## src/hdl/ldsc_regs.vh

```
`ifndef LDSC_REGS_VH
`define LDSC_REGS_VH

// ----------------------------------------
// Register offsets
// ----------------------------------------
`define LDSC_ADDR_DATA_FMT     8'h08
`define LDSC_ADDR_TRIG_UPPER   8'h0B
`define LDSC_ADDR_SAMP_CTRL    8'h0C

// ----------------------------------------
// Reset values
// ----------------------------------------
`define LDSC_RST_DATA_FMT      8'h00
`define LDSC_RST_TRIG_UPPER    8'h00
`define LDSC_RST_SAMP_CTRL     8'h00

// ----------------------------------------
// Data format control fields
// ----------------------------------------
`define LDSC_DF_RAIL_HI        7
`define LDSC_DF_RAIL_LO        6
`define LDSC_DF_EXT_RTZ        4
`define LDSC_DF_LAS_DIS        3
`define LDSC_DF_MODE_HI        1
`define LDSC_DF_MODE_LO        0
`define LDSC_DF_WMASK          8'hDB

// ----------------------------------------
// Sampler control fields
// ----------------------------------------
`define LDSC_SC_EN             7
`define LDSC_SC_CONT           6
`define LDSC_SC_GAIN_HI        5
`define LDSC_SC_GAIN_LO        4
`define LDSC_SC_TGT_HI         3
`define LDSC_SC_TGT_LO         2
`define LDSC_SC_TRIG_HI        1
`define LDSC_SC_TRIG_LO        0

// ----------------------------------------
// Encodings
// ----------------------------------------
`define LDSC_MODE_555          2'h0
`define LDSC_MODE_PACKED       2'h1
`define LDSC_MODE_TEN          2'h2
`define LDSC_MODE_SERIAL       2'h3
`define LDSC_RAIL_1V8          2'h0
`define LDSC_RAIL_3V3          2'h3
`define LDSC_TGT_VSENSE        2'h0
`define LDSC_TGT_CH1           2'h1
`define LDSC_TGT_CH2           2'h2
`define LDSC_TGT_CH3           2'h3

`endif

```

## src/hdl/ldsc_pixel_unpack.v

```verilog
`timescale 1ns/1ps
`include "ldsc_regs.vh"

// ----------------------------------------
// Pixel word capture per data format
// ----------------------------------------
module ldsc_pixel_unpack #(
  parameter DW = 10
) (
  input  wire          MCLK_I,
  input  wire          RESET_N_I,
  input  wire [1:0]    mode_i,
  input  wire [14:0]   rise_word_i,
  input  wire [14:0]   fall_word_i,
  input  wire          frame_sync_i,
  input  wire          ser_valid_i,
  input  wire [1:0]    ser_chan_i,
  input  wire [DW-1:0] ser_data_i,
  output reg  [DW-1:0] red_o,
  output reg  [DW-1:0] green_o,
  output reg  [DW-1:0] blue_o
);

  reg [1:0] color_reg;

  always @(posedge MCLK_I) begin
    if (!RESET_N_I) begin
      red_o     <= {DW{1'b0}};
      green_o   <= {DW{1'b0}};
      blue_o    <= {DW{1'b0}};
      color_reg <= 2'h0;
    end else begin
      case (mode_i)
        `LDSC_MODE_555: begin
          // Each edge brings half of every colour; 5 MSBs first
          red_o   <= {rise_word_i[14:10], fall_word_i[14:10]};
          green_o <= {rise_word_i[9:5], fall_word_i[9:5]};
          blue_o  <= {rise_word_i[4:0], fall_word_i[4:0]};
        end
        `LDSC_MODE_PACKED: begin
          // Green split over both packets, upper half with red
          red_o   <= rise_word_i[14:5];
          blue_o  <= fall_word_i[14:5];
          green_o <= {rise_word_i[4:0], fall_word_i[4:0]};
        end
        `LDSC_MODE_TEN: begin
          // Colour order restarts at frame sync
          if (frame_sync_i)
            color_reg <= 2'h1;
          else if (color_reg == 2'h2)
            color_reg <= 2'h0;
          else
            color_reg <= color_reg + 2'h1;
          case (frame_sync_i ? 2'h0 : color_reg)
            2'h0:    red_o   <= rise_word_i[9:0];
            2'h1:    green_o <= rise_word_i[9:0];
            default: blue_o  <= rise_word_i[9:0];
          endcase
        end
        default: begin
          // Parallel bus ignored; host supplies channel data
          if (ser_valid_i) begin
            case (ser_chan_i)
              2'h1:    red_o   <= ser_data_i;
              2'h2:    green_o <= ser_data_i;
              2'h3:    blue_o  <= ser_data_i;
              default: red_o   <= red_o;
            endcase
          end
        end
      endcase
    end
  end

endmodule // ldsc_pixel_unpack

```

## src/hdl/ldsc_sampler_seq.v

```verilog
`timescale 1ns/1ps
`include "ldsc_regs.vh"

// ----------------------------------------
// Sampler trigger and shot sequencing
// ----------------------------------------
module ldsc_sampler_seq #(
  parameter DW = 10
) (
  input  wire          MCLK_I,
  input  wire          RESET_N_I,
  input  wire          enable_i,
  input  wire          continuous_i,
  input  wire [DW-1:0] trigger_i,
  input  wire [DW-1:0] dac_word_i,
  output reg           sample_o,
  output wire          shot_done_o
);

  always @(posedge MCLK_I) begin
    if (!RESET_N_I)
      sample_o <= 1'b0;
    else
      // Shot in flight blocks a second strobe while enable clears
      sample_o <= enable_i && (dac_word_i == trigger_i) && !shot_done_o;
  end

  // Single shot ends after the first sample
  assign shot_done_o = sample_o && !continuous_i;

endmodule // ldsc_sampler_seq

```

## src/hdl/ldsc_cfg_top.v

```verilog
// Operation
// - Return-to-zero bit set selects external asynchronous source; clear is clock-synchronous.
// - Look-ahead sleep bit set disables look-ahead sleep; clear keeps it on.
// - Format 11 ignores parallel bus; per-channel pixels come over control interface.
// - Format 10 captures ten bits per rising edge, colour order aligned by frame sync.
// - Format 01 takes 15-bit RG and BG packets on both edges.
// - Format 00 takes 5/5/5 words; full pixel built over both edges.
// - Trigger point: bits 9..2 from trigger register, 1..0 from control.
// - Trigger point compared with word driving output DAC to start sampling.
// - Sampler control top bit turns sampler on; resets to zero.
// - Continuous mode samples repeatedly until software clears enable.
// - Single-shot mode takes one sample then hardware clears enable.
// - Gain field: 11 full, 10 three quarters, 01 half, 00 quarter.
// - Target field: 11 ch3, 10 ch2, 01 ch1, 00 voltage sense node.
`timescale 1ns/1ps
`include "ldsc_regs.vh"

module ldsc_cfg_top #(
  parameter DW = 10
) (
  input  wire          MCLK_I,
  input  wire          RESET_N_I,
  input  wire [7:0]    REG_ADDR_I,
  input  wire [7:0]    REG_WDATA_I,
  input  wire          REG_WR_I,
  input  wire          REG_RD_I,
  output reg  [7:0]    REG_RDATA_O,
  input  wire [14:0]   PIX_RISE_I,
  input  wire [14:0]   PIX_FALL_I,
  input  wire          FRAME_SYNC_I,
  input  wire          SER_PIX_VALID_I,
  input  wire [1:0]    SER_PIX_CHAN_I,
  input  wire [DW-1:0] SER_PIX_DATA_I,
  input  wire [DW-1:0] DAC_WORD_I,
  input  wire          RETURN_TO_ZERO_PULSE_I,
  input  wire          RTZ_SYNC_PULSE_I,
  output wire [1:0]    IO_SUPPLY_LEVEL_O,
  output wire          EXTERNAL_ZERO_RETURN_SELECT_O,
  output reg           ZERO_RETURN_O,
  output wire          LOOKAHEAD_SLEEP_EN_O,
  output wire [1:0]    DATA_MODE_O,
  output wire [DW-1:0] RED_O,
  output wire [DW-1:0] GREEN_O,
  output wire [DW-1:0] BLUE_O,
  output wire          SAMPLER_ON_O,
  output wire          SAMPLE_STROBE_O,
  output wire [DW-1:0] TRIGGER_POINT_O,
  output reg  [1:0]    GAIN_QUARTERS_M1_O,
  output reg  [1:0]    TARGET_SEL_O,
  output reg           LASER_VOLTAGE_SENSE_NODE_O,
  output reg           OUTPUT_CHANNEL_ONE_O,
  output reg           OUTPUT_CHANNEL_TWO_O,
  output reg           OUTPUT_CHANNEL_THREE_O
);

  // ----------------------------------------
  // Register file
  // ----------------------------------------
  reg  [7:0] data_fmt_reg;
  reg  [7:0] data_fmt_next;
  reg  [7:0] trig_upper_reg;
  reg  [7:0] samp_ctrl_reg;
  reg  [7:0] samp_ctrl_next;
  wire       shot_done;
  wire       sample_pulse;

  wire wr_fmt  = REG_WR_I && (REG_ADDR_I == `LDSC_ADDR_DATA_FMT);
  wire wr_trig = REG_WR_I && (REG_ADDR_I == `LDSC_ADDR_TRIG_UPPER);
  wire wr_ctrl = REG_WR_I && (REG_ADDR_I == `LDSC_ADDR_SAMP_CTRL);

  // Rail field held as written; invalid codes are host's duty
  always @* begin
    data_fmt_next = data_fmt_reg;
    if (wr_fmt)
      data_fmt_next = REG_WDATA_I & `LDSC_DF_WMASK;
  end

  // Hardware clear of enable loses to a host write in the same cycle
  always @* begin
    samp_ctrl_next = samp_ctrl_reg;
    if (shot_done)
      samp_ctrl_next[`LDSC_SC_EN] = 1'b0;
    if (wr_ctrl)
      samp_ctrl_next = REG_WDATA_I;
  end

  always @(posedge MCLK_I) begin
    if (!RESET_N_I) begin
      data_fmt_reg   <= `LDSC_RST_DATA_FMT;
      trig_upper_reg <= `LDSC_RST_TRIG_UPPER;
      samp_ctrl_reg  <= `LDSC_RST_SAMP_CTRL;
    end else begin
      data_fmt_reg  <= data_fmt_next;
      samp_ctrl_reg <= samp_ctrl_next;
      if (wr_trig)
        trig_upper_reg <= REG_WDATA_I;
    end
  end

  // ----------------------------------------
  // Read path
  // ----------------------------------------
  // Registered read; a read leaves register contents unchanged
  always @(posedge MCLK_I) begin
    if (!RESET_N_I)
      REG_RDATA_O <= 8'h00;
    else if (REG_RD_I) begin
      case (REG_ADDR_I)
        `LDSC_ADDR_DATA_FMT:   REG_RDATA_O <= data_fmt_reg;
        `LDSC_ADDR_TRIG_UPPER: REG_RDATA_O <= trig_upper_reg;
        `LDSC_ADDR_SAMP_CTRL:  REG_RDATA_O <= samp_ctrl_reg;
        default:               REG_RDATA_O <= 8'h00;
      endcase
    end
  end

  // ----------------------------------------
  // Data control outputs
  // ----------------------------------------
  assign IO_SUPPLY_LEVEL_O =
    data_fmt_reg[`LDSC_DF_RAIL_HI:`LDSC_DF_RAIL_LO];
  assign EXTERNAL_ZERO_RETURN_SELECT_O = data_fmt_reg[`LDSC_DF_EXT_RTZ];
  assign LOOKAHEAD_SLEEP_EN_O = !data_fmt_reg[`LDSC_DF_LAS_DIS];
  assign DATA_MODE_O = data_fmt_reg[`LDSC_DF_MODE_HI:`LDSC_DF_MODE_LO];

  // External and internal pulses are both registered on MCLK_I
  always @(posedge MCLK_I) begin
    if (!RESET_N_I)
      ZERO_RETURN_O <= 1'b0;
    else if (data_fmt_reg[`LDSC_DF_EXT_RTZ])
      ZERO_RETURN_O <= RETURN_TO_ZERO_PULSE_I;
    else
      ZERO_RETURN_O <= RTZ_SYNC_PULSE_I;
  end

  ldsc_pixel_unpack #(
    .DW (DW)
  ) u_unpack (
    .MCLK_I       (MCLK_I),
    .RESET_N_I    (RESET_N_I),
    .mode_i       (DATA_MODE_O),
    .rise_word_i  (PIX_RISE_I),
    .fall_word_i  (PIX_FALL_I),
    .frame_sync_i (FRAME_SYNC_I),
    .ser_valid_i  (SER_PIX_VALID_I),
    .ser_chan_i   (SER_PIX_CHAN_I),
    .ser_data_i   (SER_PIX_DATA_I),
    .red_o        (RED_O),
    .green_o      (GREEN_O),
    .blue_o       (BLUE_O)
  );

  // ----------------------------------------
  // Sampler
  // ----------------------------------------
  assign TRIGGER_POINT_O = {trig_upper_reg,
    samp_ctrl_reg[`LDSC_SC_TRIG_HI:`LDSC_SC_TRIG_LO]};
  assign SAMPLER_ON_O    = samp_ctrl_reg[`LDSC_SC_EN];
  assign SAMPLE_STROBE_O = sample_pulse;

  ldsc_sampler_seq #(
    .DW (DW)
  ) u_seq (
    .MCLK_I       (MCLK_I),
    .RESET_N_I    (RESET_N_I),
    .enable_i     (samp_ctrl_reg[`LDSC_SC_EN]),
    .continuous_i (samp_ctrl_reg[`LDSC_SC_CONT]),
    .trigger_i    (TRIGGER_POINT_O),
    .dac_word_i   (DAC_WORD_I),
    .sample_o     (sample_pulse),
    .shot_done_o  (shot_done)
  );

  // Target decode shared by the four one-hot select outputs
  function tgt_hit;
    input [1:0] sel;
    input [1:0] code;
    begin
      tgt_hit = (sel == code);
    end
  endfunction

  wire [1:0] tgt_field = samp_ctrl_reg[`LDSC_SC_TGT_HI:`LDSC_SC_TGT_LO];

  // Gain output is quarters minus one: 0=1/4 .. 3=1
  always @(posedge MCLK_I) begin
    if (!RESET_N_I) begin
      GAIN_QUARTERS_M1_O         <= 2'h0;
      TARGET_SEL_O               <= `LDSC_TGT_VSENSE;
      LASER_VOLTAGE_SENSE_NODE_O <= 1'b1;
      OUTPUT_CHANNEL_ONE_O       <= 1'b0;
      OUTPUT_CHANNEL_TWO_O       <= 1'b0;
      OUTPUT_CHANNEL_THREE_O     <= 1'b0;
    end else begin
      GAIN_QUARTERS_M1_O <=
        samp_ctrl_reg[`LDSC_SC_GAIN_HI:`LDSC_SC_GAIN_LO];
      TARGET_SEL_O               <= tgt_field;
      LASER_VOLTAGE_SENSE_NODE_O <= tgt_hit(tgt_field, `LDSC_TGT_VSENSE);
      OUTPUT_CHANNEL_ONE_O       <= tgt_hit(tgt_field, `LDSC_TGT_CH1);
      OUTPUT_CHANNEL_TWO_O       <= tgt_hit(tgt_field, `LDSC_TGT_CH2);
      OUTPUT_CHANNEL_THREE_O     <= tgt_hit(tgt_field, `LDSC_TGT_CH3);
    end
  end

endmodule // ldsc_cfg_top

```

## config.mk

```make
export PLATFORM = sky130hd
export DESIGN_NAME = ldsc_cfg_top
export DESIGN_NICKNAME = d
export VERILOG_FILES = /design/src/hdl/ldsc_pixel_unpack.v /design/src/hdl/ldsc_sampler_seq.v /design/src/hdl/ldsc_cfg_top.v
export VERILOG_INCLUDE_DIRS = /design/src /design/src/hdl
export SDC_FILE = /design/constraint.sdc
export NUM_CORES = 1
export LEC_CHECK = 0
export BUFFER_PORTS_ARGS = -buffer_cell sky130_fd_sc_hd__buf_2
export CAP_MARGIN = 20
export CORE_ASPECT_RATIO = 1.75
export CORE_MARGIN = 2
export CORE_UTILIZATION = 30
export CTS_BUF_LIST = sky130_fd_sc_hd__clkbuf_4 sky130_fd_sc_hd__clkbuf_8 sky130_fd_sc_hd__clkbuf_16
export DETAILED_ROUTE_END_ITERATION = 10
export PLACE_DENSITY = 0.6
export SLEW_MARGIN = 0
export SYNTH_ARGS = -nofsm -noshare
export SYNTH_HDL_FRONTEND = slang
export SYNTH_SLANG_ARGS = --single-unit
```

## constraint.sdc

```tcl
create_clock -name MCLK_I -period 1.95 [get_ports MCLK_I]
set_clock_uncertainty 0.15 [all_clocks]
set_input_delay 0.2925 -clock MCLK_I [delete_from_list [all_inputs] [get_ports MCLK_I]]
set_output_delay 0.2925 -clock MCLK_I [all_outputs]
set_load 0.02 [all_outputs]
```

=== Yosys cells after proc, flatten, opt, wreduce, memory -nomap -nowiden ===
Cells that the tools add are included.

* Multiply operators: 0
* Shift operators: 0
* Reduce and logical (&&, ||, !) cells: 21
* $add $sub $neg: 1
* Bitwise logic cells: 0
* Muxes and demuxes: 19
* Equality and inequality tests: 17
* Order comparisons: 0
* Div/mod/pow operators: 0

{| class="wikitable"
|+ Operators by type and width
! operator !! count
|-
| $mux W10 || 9
|-
| $pmux W10 S3 || 3
|-
| $eq A8 B4 Y1 const B || 3
|-
| $pmux W8 S3 || 1
|-
| $reduce_bool A4 Y1 || 4
|-
| $eq A2 B2 Y1 const B || 6
|-
| $eq A10 B10 Y1 || 1
|-
| $reduce_and A3 Y1 || 3
|-
| $eq A2 B1 Y1 const B || 4
|-
| $mux W8 || 1
|-
| $logic_and A1 B1 Y1 || 6
|-
| $logic_not A2 Y1 || 3
|-
| $mux W2 || 3
|-
| $ne A2 B2 Y1 const B || 3
|-
| $logic_not A1 Y1 || 3
|-
| $add A2 B1 Y2 const B || 1
|-
| $mux W1 || 2
|-
| $reduce_bool A2 Y1 || 1
|-
| $reduce_or A2 Y1 || 1
|}

* Register bits: 72
* Memories kept: 0
* Latch bits: 0
* Bits in writable memories: 0
* Bits in read-only memories: 0
* Word-level logic and storage cells: 75
* Input port bits: 76
* Output and inout bits: 65

=== Depth between registers and ports, before layout ===
* Depth after elaboration: 5
* Gate-level depth with buffers: 7

=== By module ===
Synthesis repeated with hierarchy kept, for this count alone.

* Cells, all modules: 388
* Area, all modules: 3,671.0 um2

{| class="wikitable"
|+ By module, submodules not included
! module !! area an instance (um2) !! instances !! cells an instance
|-
| ldsc_pixel_unpack || 1,851.8 || 1 || 206
|-
| ldsc_cfg_top || 1,672.9 || 1 || 164
|-
| ldsc_sampler_seq || 146.4 || 1 || 18
|}

=== Least setup slack after synthesis ===
No wires, ideal clock.

* Kind: reg-to-reg
* Start point: reg data_fmt_reg[0]
* End point: reg u_unpack.blue_o[0]
* Path slack: 0.197 ns
* Data required time: 1.728 ns
* Cell stages (with the launch flop): 8
* Arrival: 1.532 ns
* Buffers on the path: 2
* Cell sequence: dfxtp_1 > inv_1 > ha_1 > clkbuf_1 > a2111oi_0 > a211o_1 > buf_4 > mux2i_1

* Cells in the longest elaborated chain, start to end: 3
* Elaborated cells between the ends (all ways): 8
* Classes of those cells: eq/ne (3); mux (1); reduce/logical (4)

{| class="wikitable"
|+ RTL lines
! what !! RTL line !! RTL
|-
| from (decl) || ldsc_cfg_top.v:59 || <nowiki>reg [7:0] data_fmt_reg;</nowiki>
|-
| from (signal assigned) || ldsc_cfg_top.v:89 || <nowiki>data_fmt_reg <= `LDSC_RST_DATA_FMT;</nowiki>
|-
| from (signal assigned) || ldsc_cfg_top.v:93 || <nowiki>data_fmt_reg <= data_fmt_next;</nowiki>
|-
| $eq A2 B1 Y1 (tied with other cells) || ldsc_pixel_unpack.v:33 || <nowiki>case (mode_i)</nowiki>
|-
| $reduce_bool A4 Y1 (no line) or $ne A2 B2 Y1 (tied branches) || n/a ||
|-
| $reduce_and A3 Y1 (no line) || n/a ||
|-
| to (signal assigned) || ldsc_pixel_unpack.v:30 || <nowiki>blue_o <= {DW{1'b0}};</nowiki>
|-
| to (signal assigned) || ldsc_pixel_unpack.v:38 || <nowiki>blue_o <= {rise_word_i[4:0], fall_word_i[4:0]};</nowiki>
|-
| to (signal assigned) || ldsc_pixel_unpack.v:43 || <nowiki>blue_o <= fall_word_i[14:5];</nowiki>
|-
| to (decl) || ldsc_pixel_unpack.v:21 || <nowiki>output reg [DW-1:0] blue_o</nowiki>
|}

Parallel ways exist; a longest one is shown, timed or not.
A chain may end at the register's enable or synchronous reset.

=== Final worst setup path ===
* Start point: reg data_fmt_reg[0]
* End point: reg u_unpack.blue_o[3]

Same word-level chain as after synthesis.

==> out/qor.yml <==
final_layout:
  top_regs: "u_unpack.blue_o x10, u_unpack.green_o x10, u_unpack.red_o x10"
  final_cells: 708
  drive_above_1_share: 0.341
  fillCellCount: 1311
  layout_commonest_cell: "buf_2"
  layout_common_cells: "buf_2, dfxtp_1, nand2_1, mux2i_1, o211ai_1"
  utilization: 0.403
  fin_nets: 615
  syn_to_final_growth_pct: 32.1
  antennaDiodeCount: 0
route:
  dr.pass1.iters: 4
  routed_wl_um: 12000
  via_count: 3552
  drc_errors: 0
  wl_per_cell_um: 17.0
  drt-initial-drc-count: 97
  antenna_left: 0
  post_drt_via_cell_ratio: 5.02
synth:
  synth_top_area_frac: 0.380
  synth_edf_count: 0
  netlist_area_um2: 3790
  synth_top_family_by_area: "compound AO/OA/AOI/OAI gates"
  syn_area_per_cell_um2: 9.35
  yosys.area_share.simple: 0.152
  synth-adder-area-share: 0.0132
  muxShareOfSynthArea: 0.158
  synth_compound_area_frac: 0.212
  synth_xor_xnor_area_share: 0.0231
  synth-seq-cells: 72
  synth_ff_type: "dfxtp_1"
  async_flop_share: 0
  yosys_warnings: 0
  syn_inst: 405
  syn_nets: 485
  yosysTopAreaCell: "dfxtp_1"
  synthTopCellsByArea: "dfxtp_1, mux2i_1, nand2_1"
  synth.distinct_cells: 45
  ys_seq_area_frac: 0.380
worst_hold_path:
  holdCritStartpoint: "RTZ_SYNC_PULSE_I"
  min_path_cells: 3
  hold_path_end: "ZERO_RETURN_O$_SDFF_PN0_"
  hp-class: "input pin to flip-flop"
placement:
  dp_cells: 692
  globalplace.congestion: 0.911
  hpwlAfterDp_um: 9330
  numPortBuffers: 140
die:
  die_w_um: 89.0
  rows: 54
  initial_core_util: 0.305
  core_um2: 12400
  die_y_um: 153
  ios: 141
  dieArea_um2: 13600
critical_path:
  worstPathCellList: "inv_1 > ha_1 > a2111oi_2 > a211o_1 > buf_12 > mux2i_1"
  critPathArrivalTime_ns: 1.90
  r2r-start: "data_fmt_reg[0]$_SDFFE_PN0P_"
  worstRegToRegCells: 6
  path_max_fanout: 10
  r2r-end: "u_unpack.blue_o[3]$_SDFFE_PN0P_"
  startpoint_type: "flip-flop"
  critical_path_class: "flip-flop to flip-flop"
  slowest_delay_ns: 0.36
  crit_path_end_kind: "flip-flop"
  reg2reg_slack_ns: 0.16
  crit_path_top_delay_cell: "a2111oi_2"
  crit_required_ns: 2.06
global_route:
  grt_antenna_before_repair: 0
  grt_pass1_wl_um: 18500
  grt_max_degree: 55
  grt_util_all_layers: 0.177
  grt_pass1_vias: 3574
  gr-total-overflow: 0
timing:
  maxSlewHeadroom: 0.734
  min_period_over_period: 0.918
  rsz0062_at_grt: "no"
  setup-violations-final: 0
  final.setup.tns_ns: 0
  tightestPinTransition_ns: 0.398
  fmax_ghz: 0.559
  slew_viol_final: 0
  hold_viol_final: 0
  fin_crit_ns: 1.79
cts:
  clkTransAtPathRegs_ns: 0.06
  cts_root_buf: "clkbuf_16"
  cts_tree: "done"
  cts_resized: 0
  cts_sinks: 72
  h-tree-depth: 3
  cts_setup_buffers: 0
  clock_latency_ns: 0.33
  clockBufferDepth: 2
  cts_made_buffers: 9
  cts_hold_buf: 0
outcome:
  status: "finished, final reports clean"
power_and_ir_drop:
  leakage_uw: 0.00228
  ir_drop_mv: 0.396
  cellPowerDensity_nw_per_um2: 735
job:
  maxCapViolations: 0
## logic make-up (layout without fill, tap and decap cells)
| group | after synthesis | count (layout) |
|---|---|---|
| AND/OR/NAND/NOR | 116 | 116 |
| buffers and inverters | 46 | 181 |
| multiplexers | 59 | 59 |
| XOR/XNOR | 10 | 10 |
| flip-flops | 72 | 72 |
| AO/OA/AOI/OAI | 98 | 98 |
| adder cells (fa/ha/maj) | 4 | 4 |
## power breakdown
group | internal [µW] | leakage [µW] | total [µW] | switching, µW
Sequential | 1510 | 0.000588 | 1530 | 18.7
Combinational | 163 | 0.00153 | 376 | 214
Clock | 1120 | 0.000156 | 1780 | 658
## routing by layer
metal | track usage | routed length (µm) | vias up
met4 | 0.0576 | 182 | 0
met1 | 0.193 | 4620 | 1677
met2 | 0.327 | 6540 | 145
met3 | 0.0347 | 711 | 13
met5 | 0 | 0 | -
li1 | - | - | 1717
## area by class of cell
cell class / count / area (µm²) / area share
clock buffers: 9 / 225 / 0.0450
multi-input cells: 287 / 2120 / 0.424
flip-flops and latches: 72 / 1440 / 0.288
clock inverters: 7 / 95.1 / 0.0190
repair buffers: 155 / 876 / 0.175
well taps: 168 / 210 / 0.0420
inverters: 10 / 37.5 / 0.00750
## critical path: cells and delay by family (launching register included)
kind                       cells  cell delay (ns)
AOI/OAI and AO/OA              2             0.56
adders and majority gates      1             0.25
buffers and inverters          2             0.22
DFF                            1             0.33
muxes                          1             0.20
## cells in the mapped netlist (2+ instances only)
cell type / count
buf_1: 2
clkinv_1: 2
xnor2_1: 9
a22o_1: 21
buf_6: 2
mux2_2: 6
o21a_1: 10
and4_1: 2
mux2i_1: 53
inv_1: 8
o211ai_1: 30
buf_4: 10
ha_1: 4
clkbuf_1: 16
a32oi_1: 2
nor3b_1: 2
a221oi_1: 6
nand3_1: 2
a21o_1: 15
buf_2: 6
nand2b_1: 14
nand3b_1: 2
dfxtp_1: 72
nor2b_1: 8
nand2_1: 67
nand4_1: 4
nor2_1: 7
a211oi_1: 6
## per-stage QoR
step	total power [µW]	instance area (µm²)	worst slack, ns	hold WS, ns
floorplan	1750	3790	0.197	0.268
global placement	1930	4680	0.226	0.295
detailed placement	1940	4680	0.130	0.301
CTS	3730	5000	0.0827	0.0307
global route	3810	5010	0.0297	0.0567
finish	3680	5010	0.160	0.0462
## worst max path at each step
stage	startpoint	to
floorplan	data_fmt_reg[0]$_SDFFE_PN0P_	u_unpack.blue_o[0]$_SDFFE_PN0P_
finish	data_fmt_reg[0]$_SDFFE_PN0P_	u_unpack.blue_o[3]$_SDFFE_PN0P_
global route	data_fmt_reg[0]$_SDFFE_PN0P_	u_unpack.blue_o[6]$_SDFFE_PN0P_
detailed placement	data_fmt_reg[0]$_SDFFE_PN0P_	u_unpack.blue_o[3]$_SDFFE_PN0P_
CTS	data_fmt_reg[0]$_SDFFE_PN0P_	u_unpack.blue_o[3]$_SDFFE_PN0P_
global placement	data_fmt_reg[0]$_SDFFE_PN0P_	u_unpack.blue_o[4]$_SDFFE_PN0P_
No activity file was read; power rests on OpenSTA's default activity.
